--- src/shared/ofm_pkg.sv ---
package ofm_pkg;
    localparam int OFM_NCH = 16;
    localparam int OFM_CLK_MHZ = 40;
    // Blanking uses the least documented time so that faults are seen as early as allowed.
    localparam int OFM_BLANK_US = 100;
    localparam int OFM_BLANK_CYC = OFM_BLANK_US * OFM_CLK_MHZ;
    localparam int OFM_BLANK_W = 12;
    localparam int OFM_FS_US = 450;
    localparam int OFM_FS_CYC = OFM_FS_US * OFM_CLK_MHZ;
    localparam int OFM_STAT_W = 24;
    localparam int OFM_STAT_GLOBAL_BIT = 23;
    localparam int OFM_STAT_OV_BIT = 22;
    localparam logic [15:0] OFM_CFG_RST = 16'h0000;
    localparam logic OFM_RETRY_RST = 1'b0;

    typedef enum logic [1:0] {
        OFM_TH_RUN,
        OFM_TH_HOT,
        OFM_TH_HELD
    } ofm_th_e;
endpackage : ofm_pkg

--- src/shared/ofm_ch_if.sv ---
`timescale 1ns/1ps
interface ofm_ch_if;
    logic on_cmd;
    logic sfsd;
    logic retry;
    logic blank_done;
    logic cs_rise;
    logic ol_cmp;
    logic ds_cmp;
    logic hot;
    logic cooled;
    logic ilim;
    logic drive;
    logic latch;
    logic ol_evt;
    logic fault_evt;
    logic glob_evt;

    modport ctl (
        output on_cmd, sfsd, retry, blank_done, cs_rise, ol_cmp, ds_cmp, hot, cooled, ilim,
        input drive, latch, ol_evt, fault_evt, glob_evt
    );
    modport ch (
        input on_cmd, sfsd, retry, blank_done, cs_rise, ol_cmp, ds_cmp, hot, cooled, ilim,
        output drive, latch, ol_evt, fault_evt, glob_evt
    );
endinterface : ofm_ch_if

--- src/logic/ofm_channel.sv ---
`timescale 1ns/1ps
module ofm_channel #(
    parameter int FS_CYC = ofm_pkg::OFM_FS_CYC // Fast shutdown delay in cycles.
) (
    input wire logic ref_clk, // Internal clock.
    input wire logic rst, // Device reset, synchronous, active high.
    ofm_ch_if.ch bus // Per-output control and status.
);
    import ofm_pkg::*;

    localparam int CW = $clog2(FS_CYC + 1);

    ofm_th_e th_q, th_d;
    logic [CW-1:0] cnt_q, cnt_d;
    logic fsoff_q, fsoff_d;
    logic drive_q, drive_d;
    logic lat_q, lat_d;
    logic ev_fs, ev_th, ev_ilim, ev_ol;

    ////////////////////////////////////////////////////////////////////////////////
    always_comb begin
        th_d = th_q;
        cnt_d = '0;
        fsoff_d = fsoff_q;
        ev_fs = 1'b0;
        ev_th = 1'b0;
        if (!bus.on_cmd) begin
            // Apart from reset, commanding the output off is the only way out of a latched-off state.
            th_d = OFM_TH_RUN;
            fsoff_d = 1'b0;
        end else begin
            case (th_q)
                OFM_TH_RUN: begin
                    if (bus.hot) begin
                        th_d = OFM_TH_HOT;
                        ev_th = 1'b1;
                    end
                end
                OFM_TH_HOT: begin
                    if (bus.cooled) begin
                        th_d = bus.retry ? OFM_TH_RUN : OFM_TH_HELD;
                    end
                end
                OFM_TH_HELD: th_d = OFM_TH_HELD;
                default: th_d = OFM_TH_RUN;
            endcase
            if (!bus.sfsd && bus.ds_cmp && !fsoff_q && th_q == OFM_TH_RUN) begin
                if (cnt_q == CW'(FS_CYC - 1)) begin
                    fsoff_d = 1'b1;
                    ev_fs = 1'b1;
                end else begin
                    cnt_d = cnt_q + 1'b1;
                end
            end
        end
        ev_ol = !bus.on_cmd && bus.blank_done && bus.ol_cmp;
        ev_ilim = bus.on_cmd && bus.ilim;
        drive_d = bus.on_cmd && th_d == OFM_TH_RUN && !fsoff_d;
        // A new event in the clearing cycle wins, so no fault is lost.
        lat_d = ev_ol | ev_fs | ev_th | ev_ilim | (lat_q & ~bus.cs_rise);
    end

    always_ff @(posedge ref_clk) begin
        if (rst) begin
            th_q <= OFM_TH_RUN;
            cnt_q <= '0;
            fsoff_q <= 1'b0;
            drive_q <= 1'b0;
            lat_q <= 1'b0;
        end else begin
            th_q <= th_d;
            cnt_q <= cnt_d;
            fsoff_q <= fsoff_d;
            drive_q <= drive_d;
            lat_q <= lat_d;
        end
    end

    assign bus.drive = drive_q;
    assign bus.latch = lat_q;
    assign bus.ol_evt = ev_ol;
    assign bus.fault_evt = ev_ol | ev_fs | ev_th | ev_ilim;
    assign bus.glob_evt = ev_fs | ev_th | ev_ilim;
endmodule : ofm_channel

--- src/logic/ofm_top.sv ---
`timescale 1ns/1ps
// How it works
// - Open load checked only while output off.
// - Every output has independent open-load handling.
// - Pull-down off at reset, enabled by controller.
// - Pull-down stays on until sleep, disable or supply undervoltage.
// - Chip-select rise restarts blanking; masks open load.
// - Open-load fault stays latched until read.
// - Drain overvoltage while on trips after delay.
// - Thermal limit turns off only that output.
// - Limit, fast or thermal events set bit 23.
// - Logic supply undervoltage resets outputs and registers.
// - Battery undervoltage turns outputs off, resets.
// - Thermal shutdown leaves other outputs untouched.
// - After cooling, retry or hold per bit 17.
// - Retry bit one retries, zero stays off.
// - Chip-select rise clears all latched faults.
// - Response bits 15..0 carry output faults.
// - Disable bit set leaves only thermal shutdown.
module ofm_top #(
    parameter int NCH = ofm_pkg::OFM_NCH, // Number of outputs.
    parameter int FS_CYC = ofm_pkg::OFM_FS_CYC // Fast shutdown delay in cycles.
) (
    input wire logic ref_clk, // Internal clock, 40 MHz.
    input wire logic rst, // Power-on reset, synchronous, active high.
    input wire logic cs_n, // Chip select from the serial port, active low.
    input wire logic cfg_wr, // One-cycle strobe loading the config words.
    input wire logic [NCH-1:0] cfg_on, // Output command bits.
    input wire logic [NCH-1:0] cfg_pulldown, // Open-load pull-down enables.
    input wire logic [NCH-1:0] cfg_short_fast_shutdown_disable, // Fast shutdown disables.
    input wire logic cfg_thermal_retry, // Global thermal retry bit.
    input wire logic sleep, // Sleep mode request.
    input wire logic logic_supply_pin_uv, // Logic supply undervoltage.
    input wire logic battery_supply_pin_uv, // Battery supply undervoltage.
    input wire logic overvoltage, // Battery overvoltage comparator.
    input wire logic [NCH-1:0] open_load_cmp, // Off-state open-load comparators.
    input wire logic [NCH-1:0] ds_over_cmp, // Drain-source overvoltage comparators.
    input wire logic [NCH-1:0] over_temp, // Thermal limit reached.
    input wire logic [NCH-1:0] cooled, // Cooled past threshold and hysteresis.
    input wire logic [NCH-1:0] cur_limit, // Output in current limit.
    output logic [NCH-1:0] out_drive, // Gate drive per output.
    output logic [NCH-1:0] pulldown_on, // Pull-down source enables.
    output logic [ofm_pkg::OFM_STAT_W-1:0] status_word // Serial response word.
);
    import ofm_pkg::*;

    logic dev_rst;
    logic cs_q, cs_d;
    logic cs_rise;
    logic [OFM_BLANK_W-1:0] blank_q, blank_d;
    logic blank_done;
    logic [NCH-1:0] on_q, on_d;
    logic [NCH-1:0] pd_q, pd_d;
    logic [NCH-1:0] sfsd_q, sfsd_d;
    logic retry_q, retry_d;
    logic glob_q, glob_d;
    logic [OFM_STAT_W-1:0] stat_q, stat_d;
    logic [NCH-1:0] drive_v, lat_v, olev_v, fev_v, gev_v;

    // Either undervoltage drops the whole device back to its power-on state.
    assign dev_rst = rst | logic_supply_pin_uv | battery_supply_pin_uv;

    ////////////////////////////////////////////////////////////////////////////////
    // Blanking timer, restarted by every chip-select rising edge.
    always_comb begin
        cs_d = cs_n;
        cs_rise = cs_n && !cs_q;
        blank_d = blank_q;
        if (cs_rise) begin
            blank_d = '0;
        end else if (blank_q != OFM_BLANK_W'(OFM_BLANK_CYC)) begin
            blank_d = blank_q + 1'b1;
        end
        blank_done = blank_q == OFM_BLANK_W'(OFM_BLANK_CYC) && !cs_rise;
    end

    always_ff @(posedge ref_clk) begin
        if (dev_rst) begin
            cs_q <= 1'b1;
            blank_q <= '0;
        end else begin
            cs_q <= cs_d;
            blank_q <= blank_d;
        end
    end

    ////////////////////////////////////////////////////////////////////////////////
    // Control words.
    always_comb begin
        on_d = on_q;
        pd_d = pd_q;
        sfsd_d = sfsd_q;
        retry_d = retry_q;
        if (cfg_wr) begin
            on_d = cfg_on;
            pd_d = cfg_pulldown;
            sfsd_d = cfg_short_fast_shutdown_disable;
            retry_d = cfg_thermal_retry;
        end
        // Sleep wins over a write in the same cycle, keeping standby current low.
        if (sleep) begin
            pd_d = '0;
        end
    end

    always_ff @(posedge ref_clk) begin
        if (dev_rst) begin
            on_q <= NCH'(OFM_CFG_RST);
            pd_q <= NCH'(OFM_CFG_RST);
            sfsd_q <= NCH'(OFM_CFG_RST);
            retry_q <= OFM_RETRY_RST;
        end else begin
            on_q <= on_d;
            pd_q <= pd_d;
            sfsd_q <= sfsd_d;
            retry_q <= retry_d;
        end
    end

    ////////////////////////////////////////////////////////////////////////////////
    // One independent supervisor per output.
    ofm_ch_if chif[NCH]();

    for (genvar g = 0; g < NCH; g++) begin : g_ch
        assign chif[g].on_cmd = on_q[g];
        assign chif[g].sfsd = sfsd_q[g];
        assign chif[g].retry = retry_q;
        assign chif[g].blank_done = blank_done;
        assign chif[g].cs_rise = cs_rise;
        assign chif[g].ol_cmp = open_load_cmp[g];
        assign chif[g].ds_cmp = ds_over_cmp[g];
        assign chif[g].hot = over_temp[g];
        assign chif[g].cooled = cooled[g];
        assign chif[g].ilim = cur_limit[g];
        assign drive_v[g] = chif[g].drive;
        assign lat_v[g] = chif[g].latch;
        assign olev_v[g] = chif[g].ol_evt;
        assign fev_v[g] = chif[g].fault_evt;
        assign gev_v[g] = chif[g].glob_evt;

        ofm_channel #(
            .FS_CYC(FS_CYC)
        ) u_ch (
            .ref_clk(ref_clk),
            .rst(dev_rst),
            .bus(chif[g])
        );
    end

    ////////////////////////////////////////////////////////////////////////////////
    // Response word. The per-output bits come from the channel latches one cycle late.
    always_comb begin
        glob_d = (|gev_v) | (glob_q & ~cs_rise);
        stat_d = '0;
        stat_d[NCH-1:0] = lat_v;
        stat_d[OFM_STAT_OV_BIT] = overvoltage;
        stat_d[OFM_STAT_GLOBAL_BIT] = glob_q;
    end

    always_ff @(posedge ref_clk) begin
        if (dev_rst) begin
            glob_q <= 1'b0;
            stat_q <= '0;
        end else begin
            glob_q <= glob_d;
            stat_q <= stat_d;
        end
    end

    assign out_drive = drive_v;
    assign pulldown_on = pd_q;
    assign status_word = stat_q;
endmodule : ofm_top

--- config.mk ---
export PLATFORM = sky130hd
export DESIGN_NAME = ofm_top
export DESIGN_NICKNAME = d
export VERILOG_FILES = /design/src/shared/ofm_pkg.sv /design/src/shared/ofm_ch_if.sv /design/src/logic/ofm_channel.sv /design/src/logic/ofm_top.sv
export SDC_FILE = /design/constraint.sdc
export NUM_CORES = 1
export LEC_CHECK = 0
export BUFFER_PORTS_ARGS = -buffer_cell sky130_fd_sc_hd__clkbuf_2
export CELL_PAD_IN_SITES_DETAIL_PLACEMENT = 1
export CELL_PAD_IN_SITES_GLOBAL_PLACEMENT = 1
export CORE_ASPECT_RATIO = 1.5
export CORE_UTILIZATION = 41
export DETAILED_ROUTE_END_ITERATION = 12
export PLACE_DENSITY = 0.74
export RECOVER_POWER = 50
export SLEW_MARGIN = 40
export SYNTH_ARGS = -nofsm -noshare
export SYNTH_HDL_FRONTEND = slang
export SYNTH_HIERARCHICAL = 1
export SYNTH_SLANG_ARGS = --single-unit
--- constraint.sdc ---
create_clock -name ref_clk -period 2.6 [get_ports ref_clk]
set_input_delay 0.65 -clock ref_clk [delete_from_list [all_inputs] [get_ports ref_clk]]
set_output_delay 0.65 -clock ref_clk [all_outputs]
set_load 0.02 [all_outputs]
### Word-level counts from Yosys, hierarchy flattened

Cells that the tools add are included.
W data, S select, Z words.

* bits of input ports: 137
* word-level logic and storage cells: 761
* output and inout port bits: 56
* register bits after elaboration: 407

* bitwise logic cells: 149
* equal/unequal tests: 50
* reduce and logical (&&, ||, !) cells: 247
* add/sub/neg operators: 17
* muxes and demuxes: 209

Operators by type and width (number)
* $add A15 B1 Y15 const B: 16
* $eq A15 B15 Y1 const B: 16
* $mux W1: 144
* $logic_and A1 B1 Y1: 130
* $or A1 B1 Y1: 99
* $mux W2: 49
* $pmux W2 S3: 16
* $logic_not A1 Y1: 66
* $logic_not A2 Y1: 32
* $reduce_or A4 Y1: 16
* $not A1 Y1: 33
* $eq A2 B1 Y1 const B: 16
* $eq A2 B2 Y1 const B: 16
* $and A1 B1 Y1: 17
* $reduce_or A16 Y1: 1
* $add A12 B1 Y12 const B: 1
* $eq A12 B12 Y1 const B: 1
* $ne A12 B12 Y1 const B: 1
* $reduce_or A2 Y1: 2

### Logic depth before layout (Yosys ltp)

Gate-level depths: netlist of the first run.

* depth after elaboration: 10
* gate-level depth with buffers: 8
* gate-level depth less buffers: 8

### By module

Netlist of the first run, hierarchy kept.

Modules (own cells, without submodules)
* ofm_channel (g_ch[0].u_ch ...): area an instance 1001.0 sq um, seq. area each 400.4 sq um, instances 15, cells an instance 109
* ofm_top: area an instance 3081.7 sq um, seq. area each 1621.6 sq um, instances 1, cells an instance 300
* ofm_channel (g_ch[9].u_ch): area an instance 928.4 sq um, seq. area each 400.4 sq um, instances 1, cells an instance 104

### Worst setup path before layout of the first run

No wires, ideal clock.

* kind: input to register
* start: input port rst
* end: register g_ch[0].u_ch.cnt_q[12]
* setup time: 119 ps
* buffers on the path: 3
* stages on the path: 7
* path slack: -150 ps
* arrival time: 2632 ps
* data required time: 2481 ps
* cells stage by stage: nor3_4 > inv_2 > clkbuf_1 > or3b_1 > buf_6 > buf_8 > nor2_4

* longest elaborated chain between the ends: 3

RTL lines
* start: declaration: line ofm_top.sv:25 `input wire logic rst,`
* $or A1 B1 Y1 (2 in series): line ofm_top.sv:61 `assign dev_rst = rst | logic_supply_pin_uv | battery_supply_pin_uv;`
* via dev_rst: line ofm_top.sv:47 `logic dev_rst;`
* $reduce_or A4 Y1 (no source line)
* end signal: assignment: line ofm_channel.sv:72 `cnt_q <= cnt_d;`
* end: declaration: line ofm_channel.sv:14 `logic [CW-1:0] cnt_q, cnt_d;`

The timed path passes the listed nets, and every way through them passes these cells.
A chain may end at the register's enable or synchronous reset.

### Worst setup path in the final report of the first run

* start: register g_ch[15].u_ch.cnt_q[0]
* end: register glob_q

* longest elaborated chain between the ends: 8

RTL lines
* start: declaration: line ofm_channel.sv:14
* start signal: assignment: line ofm_channel.sv:72
* $eq A15 B15 Y1: line ofm_channel.sv:48 `if (cnt_q == CW'(FS_CYC - 1)) begin`
* $mux W1: line ofm_channel.sv:48
* $mux W1: line ofm_channel.sv:47 `if (!bus.sfsd && bus.ds_cmp && !fsoff_q && th_q == OFM_TH_RUN) begin`
* $mux W1: line ofm_channel.sv:27 `if (!bus.on_cmd) begin`
* $or A1 B1 Y1 (2 in series): line ofm_channel.sv:83 `assign bus.glob_evt = ev_fs | ev_th | ev_ilim;`
* via chif[15].glob_evt: line ofm_ch_if.sv:17 `logic glob_evt;`
* $reduce_or A16 Y1: line ofm_top.sv:153 `glob_d = (|gev_v) | (glob_q & ~cs_rise);`
* $or A1 B1 Y1: line ofm_top.sv:153
* end signal: assignment: line ofm_top.sv:165 `glob_q <= glob_d;`
* end: declaration: line ofm_top.sv:56 `logic glob_q, glob_d;`

The timed path passes the listed nets, and every way through them passes these cells.

==> results of run 1 <==
## flip-flops by register name, indices dropped and copies added, names as in the netlist
name	cells
g_ch.u_ch/cnt_q	240
g_ch.u_ch/th_q	32
status_word	18
g_ch.u_ch/bus.drive	16
g_ch.u_ch/bus.latch	16
g_ch.u_ch/fsoff_q	16
on_q	16
pulldown_on	16
sfsd_q	16
blank_q	12
chif.retry	1
cs_q	1
glob_q	1
## path summary, 6_finish.rpt
check | from | to | cells after the start
min reg2reg | g_ch[3].u_ch/cnt_q[0] | g_ch[3].u_ch/cnt_q[0] | 1
max reg2reg | g_ch[15].u_ch/cnt_q[0] | glob_q | 8
max | g_ch[15].u_ch/cnt_q[0] | glob_q | 8
min | cs_n | cs_q | 2
## metal layers
metal	track usage	up-vias	wire, µm
li1	-	7290	-
met1	0.214	7109	18300
met2	0.387	196	25400
met3	0.0343	61	1770
met4	0.0524	0	942
met5	0	-	0
## layout make-up
cell class,count,area (µm²),share of cell area
multi-input combinational,1475,9940,0.461
sequential,401,8030,0.372
clock buffer,62,1270,0.0589
timing repair buffer,215,1080,0.0502
tap,588,736,0.0341
inverter,68,258,0.0120
clock inverter,14,253,0.0117
antenna,1,2.50,0.000116
## layout by cell type, fill, tap and decap left out, types with 66 or more instances in the layout
cell type and instances:
inv_1 66, dfxtp_1 400, xnor2_1 141, a21oi_1 71
nor3_1 78, mux2i_1 67, clkbuf_2 163, nand2_1 145
nor2_2 102, nor2_1 195
## metrics by stage
stage          hold slack (ps)  cell area (µm²)  power [mW]
6_report                   304            21600        13.1
5_1_grt                    288            21600        13.6
4_1_cts                    279            21700        13.3
3_5_place_dp               443            20200        6.67
3_3_place_gp               435            20200        6.66
2_1_floorplan              422            18900        6.48
## worst reg2reg max path, stage by stage (launching register included)
cell and delay (ps):
dfxtp_1 330, ha_1 240, and2_0 210, nand4_1 120, or2_2 160, nand2_1 120, nor4_1 690, and4_1 280
a21oi_1 60
## where the power goes
group / switching [mW] / internal [mW]
clock network: 2.52 / 4.08
logic: 0.183 / 0.161
registers: 0.0166 / 6.16
total: 2.72 / 10.4
==> out/qor.csv, run 1 <==
metric,value,unit
hold buffer count at cts,0,
post-route setup slack,252,ps
measured slew at the worst slew-check pin,1070,ps
max-slew violation count,0,
I/O Pins,193,
hpwl dp,34100,µm
maximum number of pins on one net before global-route repair,33,
post-route ant nets,0,
Iter 0 DRT Violations,480,
total wire length after detailed routing,46400,µm
Fin. Hold Viols,0,
maximum number of buffers from clock root to sink,3,
share of the core filled with cells,0.473,
final cycle utilization of the critical path,0.903,
fmax,426,MHz
detailed-routing iteration count for the pre-antenna-repair pass,4,
routed vias,14656,
Clock Tree Root,clkbuf_16,
H-tree level count,2,
Post-Layout Cell Count,2824,
kind of start point of the critical path,register,
number of antenna violations at the first check in global routing,1,
cell type of the slowest stage on the worst timing path,nor4_1,
max-cap viol count,0,
final global-route overflow total,0,
Fillers,5278,
gp weighted congestion,0.782,
yosys synthesis warning count,6,
gate count of the mapped netlist,2007,
leakage power summed over all cells,6.97,nW
Cell Rows,96,
critical path buffer and inverter count,0,
outcome,completed,
via count of the first global-routing pass,15702,
mean routed wirelength per cell,16.4,µm
ordered list of cells on the worst path,ha_1 -> and2_0 -> nand4_1 -> or2_2 -> nand2_1 -> nor4_1 -> and4_1 -> a21oi_1,
All-Layer GR Usage,0.198,
P&R area growth vs syn,14.2,%
clock input transition at the sequential cells of the worst setup and hold paths,60,ps
clock latency at the later pin of the worst-skew pair,550,ps
Initial Util,0.414,
via/cell ratio,5.19,
Arrival @ worst endpoint,2760,ps
Die Footprint,0.0469,mm²
category of the worst setup path capture point,register,
setup tns final,0,ps
total power divided by cell area,608,mW/mm²
Port Buffer Count,186,
Rel. slew slack,0.287,
final setup fails,0,
CP max stage delay,690,ps
worst-case clock skew,12.6,ps
post-CTS setup buffers,0,
Worst IR Drop VDD,0.000508,V
CTS tree,built,
global-route wire length before repair,76300,µm
cell count after placement,2747,
crit-path leading delay family,simple AND/OR/NAND/NOR gates,
post-cts repair resize count,0,
unrepaired setup endpoints after global routing,no,
CTS buffer count,42,
type of the tightest min-delay check,input pin to register,
minimum setup slack among reg-to-reg paths,250,ps
largest fanout of any net on the critical path,4,
average cell area after synthesis,9.41,µm²
horizontal extent of the die,177,µm
summed instance area of the synthesized netlist,0.0189,mm²
share of post-route cells with drive strength above 1,0.206,
worst-case setup slack after placement,22.1,ps
drt drc,0,
floorplan die height,265,µm
required time of the critical path,3010,ps
CTS sink cnt,401,
category of the critical setup timing path,register to register,
CORE AREA,0.0456,mm²
final critical-path required period,2350,ps
net total in the final layout,2358,
(Power assumes the default switching activity.)
==> run 2: changes to the inputs <==
PLACE_DENSITY = 0.81   (was 0.74)
clock period = 1.92 ns   (was 2.6 ns; I/O delays follow)
==> out/qor.csv, run 2 (synthesis results as in run 1) <==
metric,value,unit,change
outcome,completed,,unchanged
maximum number of pins on one net before global-route repair,50,,was 33
All-Layer GR Usage,0.218,,was 0.198
H-tree level count,2,,unchanged
fmax,537,MHz,was 426 MHz
measured slew at the worst slew-check pin,1140,ps,was 1070 ps
CTS sink cnt,401,,unchanged
clock input transition at the sequential cells of the worst setup and hold paths,70,ps,was 60 ps
gp weighted congestion,0.820,,was 0.782
worst-case clock skew,16.1,ps,was 12.6 ps
via count of the first global-routing pass,17173,,"was 15,702"
CTS tree,built,,unchanged
global-route wire length before repair,83200,µm,"was 76,300 µm"
Arrival @ worst endpoint,2340,ps,was 2760 ps
share of the core filled with cells,0.512,,was 0.473
category of the critical setup timing path,register to register,,unchanged
horizontal extent of the die,177,µm,unchanged
detailed-routing iteration count for the pre-antenna-repair pass,4,,unchanged
share of post-route cells with drive strength above 1,0.304,,was 0.206
Initial Util,0.414,,unchanged
mean routed wirelength per cell,17.0,µm,was 16.4 µm
hold buffer count at cts,0,,unchanged
highest-count cells in the layout ignoring fill and taps,"396 x dfxtp_1, 190 x nor2_1, 185 x clkbuf_2, 182 x buf_4, 141 x xnor2_1",,"was 400 x dfxtp_1, 195 x nor2_1, 163 x clkbuf_2, 145 x nand2_1, 141 x xnor2_1"
net total in the final layout,2528,,"was 2,358"
floorplan die height,265,µm,unchanged
number of antenna violations at the first check in global routing,2,,was 1
max reg flops,240,,unchanged
most flop-heavy register,g_ch.u_ch/cnt_q,,unchanged
Port Buffer Count,186,,unchanged
Rel. slew slack,0.243,,was 0.287
"most common cell after layout, fill and taps aside",dfxtp_1,,unchanged
routed vias,15612,,"was 14,656"
post-route ant nets,0,,unchanged
clock latency at the later pin of the worst-skew pair,550,ps,about the same
kind of start point of the critical path,register,,unchanged
CTS buffer count,42,,unchanged
total power divided by cell area,736,mW/mm²,was 608 mW/mm²
required time of the critical path,2400,ps,was 3010 ps
Cell Rows,96,,unchanged
hpwl dp,37000,µm,"was 34,100 µm"
unrepaired setup endpoints after global routing,yes,,was no
final critical-path required period,1860,ps,was 2350 ps
leakage power summed over all cells,8.04,nW,was 6.97 nW
type of the tightest min-delay check,input pin to register,,unchanged
P&R area growth vs syn,23.6,%,was 14.2%
max-slew violation count,0,,unchanged
Clock Tree Root,clkbuf_16,,unchanged
Tot Pwr,17.2,mW,was 13.1 mW
largest fanout of any net on the critical path,4,,unchanged
final setup fails,0,,unchanged
Fin. Hold Viols,0,,unchanged
total wire length after detailed routing,50900,µm,"was 46,400 µm"
maximum number of buffers from clock root to sink,3,,unchanged
max-cap viol count,0,,unchanged
drt drc,0,,unchanged
final cycle utilization of the critical path,0.969,,was 0.903
category of the worst setup path capture point,register,,unchanged
Iter 0 DRT Violations,523,,was 480
final global-route overflow total,0,,unchanged
via/cell ratio,5.21,,was 5.19
CORE AREA,0.0456,mm²,unchanged
I/O Pins,193,,unchanged
Die Footprint,0.0469,mm²,unchanged
Worst IR Drop VDD,0.000640,V,was 0.000508 V
-- run 2: cell count changes in the layout (fill, tap and decap cells not counted), moves of 9 or more --
cell / change
clkbuf_2: +22
and2_1: -10
nor4b_1: -9
nor4bb_1: -10
nand2_1: -11
buf_4: +167
buf_12: +14
clkbuf_1: -37
-- run 2: area by class of cell --
| type | instances | area (µm²) |
|---|---|---|
| diodes | 1 | 2.50 |
| clock buffers | 65 | 1300 |
| clock inverters | 11 | 111 |
| fillers | 5273 | 22300 |
| inverters | 68 | 256 |
| multi-input cells | 1475 | 10300 |
| flip-flops and latches | 401 | 8030 |
| well taps | 588 | 736 |
| repair buffers | 385 | 2620 |
-- run 2: worst paths after layout --
kind | start | endpoint | slack, ps | cells past startpoint
max | g_ch[8].u_ch/cnt_q[10] | glob_q | 60 | 7
min | overvoltage | status_word[22] | 140 | 2
max reg2reg | g_ch[8].u_ch/cnt_q[10] | glob_q | 60 | 7
min reg2reg | g_ch[7].u_ch/cnt_q[0] | g_ch[7].u_ch/cnt_q[0] | 430 | 1
-- run 2: repair_timing --
action | 4_1_cts | 5_1_grt
buffers inserted | 0 | 1
gates resized for setup | 8 | 69
endpoints found under the setup margin | 4 | 18
pin swaps | 1 | 5
-- run 2: power by group --
group	switching [mW]	leakage, nW	total [mW]	internal [mW]
Clock	3.40	0.700	8.32	4.92
Combinational	0.263	4.10	0.514	0.251
Sequential	0.0219	3.23	8.36	8.34
Total	3.68	8.04	17.2	13.5
-- run 2: worst max-delay path, cell delays in order, from the launching register on --
cell and delay (ps):
dfxtp_1 400, nor4bb_2 370, nand4_1 200, or2_2 320
nand2_1 120, nor4_1 60, and4_1 190, a21oi_1 130
-- run 2: metrics by stage --
stage	worst slack [ps]	TNS, ps	instances	hold WS, ps	instance area [µm²]
2_1_floorplan	-5.32	-5.34	2012	422	19000
3_3_place_gp	-120	-221	2916	435	21600
3_5_place_dp	-129	-1410	2916	445	21600
4_1_cts	11.7	0	2992	106	23000
5_1_grt	-66.1	-73.6	2994	129	23300
6_report	58.7	0	2994	136	23300
-- run 2: per-layer routing --
metal  GRT usage  share of wire  vias to the layer above
met2       0.434           0.56                      229
met4      0.0846          0.040                        2
met1       0.219           0.37                     7632
met5           0        0.00033                        -
li1            -              -                     7632
met3      0.0314          0.031                      117
==> run 3: changes to the inputs <==
PLACE_DENSITY = 0.83   (was 0.81)
==> out/qor.csv, run 3 (synthesis results as in run 1) <==
metric,value,unit,change
Port Buffer Count,186,,unchanged
gp weighted congestion,0.828,,was 0.820
Cell Rows,96,,unchanged
category of the worst setup path capture point,register,,unchanged
most flop-heavy register,g_ch.u_ch/cnt_q,,unchanged
hpwl dp,38500,µm,"was 37,000 µm"
via/cell ratio,5.26,,was 5.21
category of the critical setup timing path,register to register,,unchanged
via count of the first global-routing pass,17205,,"was 17,173"
CORE AREA,0.0456,mm²,unchanged
highest-count cells in the layout ignoring fill and taps,"393 x dfxtp_1, 190 x nor2_1, 188 x clkbuf_2, 171 x buf_4, 141 x xnor2_1",,"was 396 x dfxtp_1, 190 x nor2_1, 185 x clkbuf_2, 182 x buf_4, 141 x xnor2_1"
maximum number of buffers from clock root to sink,3,,unchanged
Iter 0 DRT Violations,528,,was 523
total wire length after detailed routing,51300,µm,"was 50,900 µm"
sequential cell area,0.00804,mm²,was 0.00803 mm²
combined area of the multi-input logic cells,0.0102,mm²,was 0.0103 mm²
net total in the final layout,2535,,"was 2,528"
hold buffer count at cts,0,,unchanged
CTS buffer count,42,,unchanged
final cycle utilization of the critical path,0.972,,was 0.969
clock input transition at the sequential cells of the worst setup and hold paths,60,ps,was 70 ps
H-tree level count,2,,unchanged
mean routed wirelength per cell,17.1,µm,was 17.0 µm
horizontal extent of the die,177,µm,unchanged
launch point of the worst path,g_ch[11].u_ch/th_q[1],,was g_ch[8].u_ch/cnt_q[10]
clock latency at the later pin of the worst-skew pair,550,ps,about the same
setup tns final,0,ps,unchanged
Worst IR Drop VDD,0.000728,V,was 0.000640 V
post-route ant nets,0,,unchanged
Clock Tree Root,clkbuf_16,,unchanged
share of post-route cells with drive strength above 1,0.295,,was 0.304
CTS tree,built,,unchanged
detailed-routing iteration count for the pre-antenna-repair pass,7,,was 4
max reg flops,240,,unchanged
I/O Pins,193,,unchanged
leakage power summed over all cells,8.00,nW,was 8.04 nW
fmax,536,MHz,was 537 MHz
number of antenna violations at the first check in global routing,2,,unchanged
post-route design area,0.0233,mm²,about the same
required time of the critical path,2360,ps,was 2400 ps
unrepaired setup endpoints after global routing,yes,,unchanged
final global-route overflow total,0,,unchanged
All-Layer GR Usage,0.218,,about the same
floorplan die height,265,µm,unchanged
type of the tightest min-delay check,input pin to register,,unchanged
drt drc,0,,unchanged
final critical-path required period,1870,ps,was 1860 ps
outcome,completed,,unchanged
measured slew at the worst slew-check pin,919,ps,was 1140 ps
max-cap viol count,0,,unchanged
CTS sink cnt,401,,unchanged
Arrival @ worst endpoint,2300,ps,was 2340 ps
worst-case clock skew,16.5,ps,was 16.1 ps
maximum number of pins on one net before global-route repair,30,,was 50
global-route wire length before repair,83700,µm,"was 83,200 µm"
Rel. slew slack,0.388,,was 0.243
Placed Instance Area,0.0216,mm²,about the same
largest fanout of any net on the critical path,6,,was 4
Die Footprint,0.0469,mm²,unchanged
antenna cells,0,,was 1
P&R area growth vs syn,23.2,%,was 23.6%
kind of start point of the critical path,register,,unchanged
"most common cell after layout, fill and taps aside",dfxtp_1,,unchanged
launch instance of the worst register-to-register path,g_ch[11].u_ch/th_q[1],,was g_ch[8].u_ch/cnt_q[10]
total power divided by cell area,754,mW/mm²,was 736 mW/mm²
Fin. Hold Viols,0,,unchanged
Fillers,5263,,"was 5,273"
Initial Util,0.414,,unchanged
max-slew violation count,0,,unchanged
routed vias,15772,,"was 15,612"
Hold Path Origin,cfg_pulldown[2],,was overvoltage
final setup fails,0,,unchanged
## run 3: changes by cell type in the layout (fill, tap and decap cells not counted), moves of 4 or more
cell	delta
buf_4	-11
clkbuf_1	+11
and2_1	+7
nor4b_1	+7
clkbuf_4	+6
nor4b_2	-6
a41oi_1	+4
a41oi_2	-4
and2_0	-4
bufinv_16	+4
clkbuf_8	-4
clkinv_2	-4
## run 3: layer usage
metal	track usage	routed length, µm	vias up
met5	0	27	-
met4	0.0848	2090	4
met3	0.0294	1610	118
met2	0.436	28700	258
met1	0.219	18800	7757
li1	-	-	7635
## run 3: critical path, cell delays in order, from the launching register on
cell     delay (ps)
dfxtp_1         360
buf_4           160
nor3b_1          70
o21ai_0         330
nand2_2         160
nor4_1          300
buf_4           150
and4_1          170
a21oi_1          60
## run 3: path summary, 6_finish.rpt
path | end | depth (start not counted) | slack [ps]
setup / recovery | glob_q | 8 | 50
hold / removal | pulldown_on[2] | 3 | 170
setup reg to reg | glob_q | 8 | 50
hold reg to reg | g_ch[5].u_ch/cnt_q[0] | 1 | 420
## run 3: final cells by class
type / count / share of cell area
Multi-Input combinational cell: 1475 / 0.438
Tap cell: 588 / 0.0316
Clock inverter: 16 / 0.0111
Sequential cell: 401 / 0.346
Timing Repair Buffer: 392 / 0.111
Clock buffer: 58 / 0.0521
Inverter: 68 / 0.0110
## run 3: timing repair
| action | in CTS | in global routing |
|---|---|---|
| buffers inserted | 0 | 1 |
| gates cloned | 0 | 0 |
| gates resized for setup | 10 | 56 |
| setup endpoints to repair | 2 | 15 |
| pin swaps | 0 | 9 |
## run 3: power breakdown
| part | internal (mW) | total, mW | switching, mW | leakage [nW] |
|---|---|---|---|---|
| sequential | 8.34 | 8.36 | 0.0193 | 3.23 |
| clock | 5.23 | 8.67 | 3.44 | 0.710 |
| combinational | 0.240 | 0.511 | 0.271 | 4.06 |
| total | 13.8 | 17.5 | 3.73 | 8.00 |
## run 3: per-stage QoR
step / util / power (mW) / setup slack, ps / std cells / hold slack (ps)
after global placement: 0.474 / 9.04 / -157 / 2923 / 435
after global routing: 0.510 / 18.1 / -29.8 / 2998 / 158
after detailed placement: 0.474 / 9.06 / -142 / 2923 / 445
final: 0.510 / 17.5 / 53.9 / 2998 / 171
after CTS: 0.507 / 17.8 / 0.891 / 2997 / 149
after floorplan: - / 8.79 / -5.32 / 2012 / 422
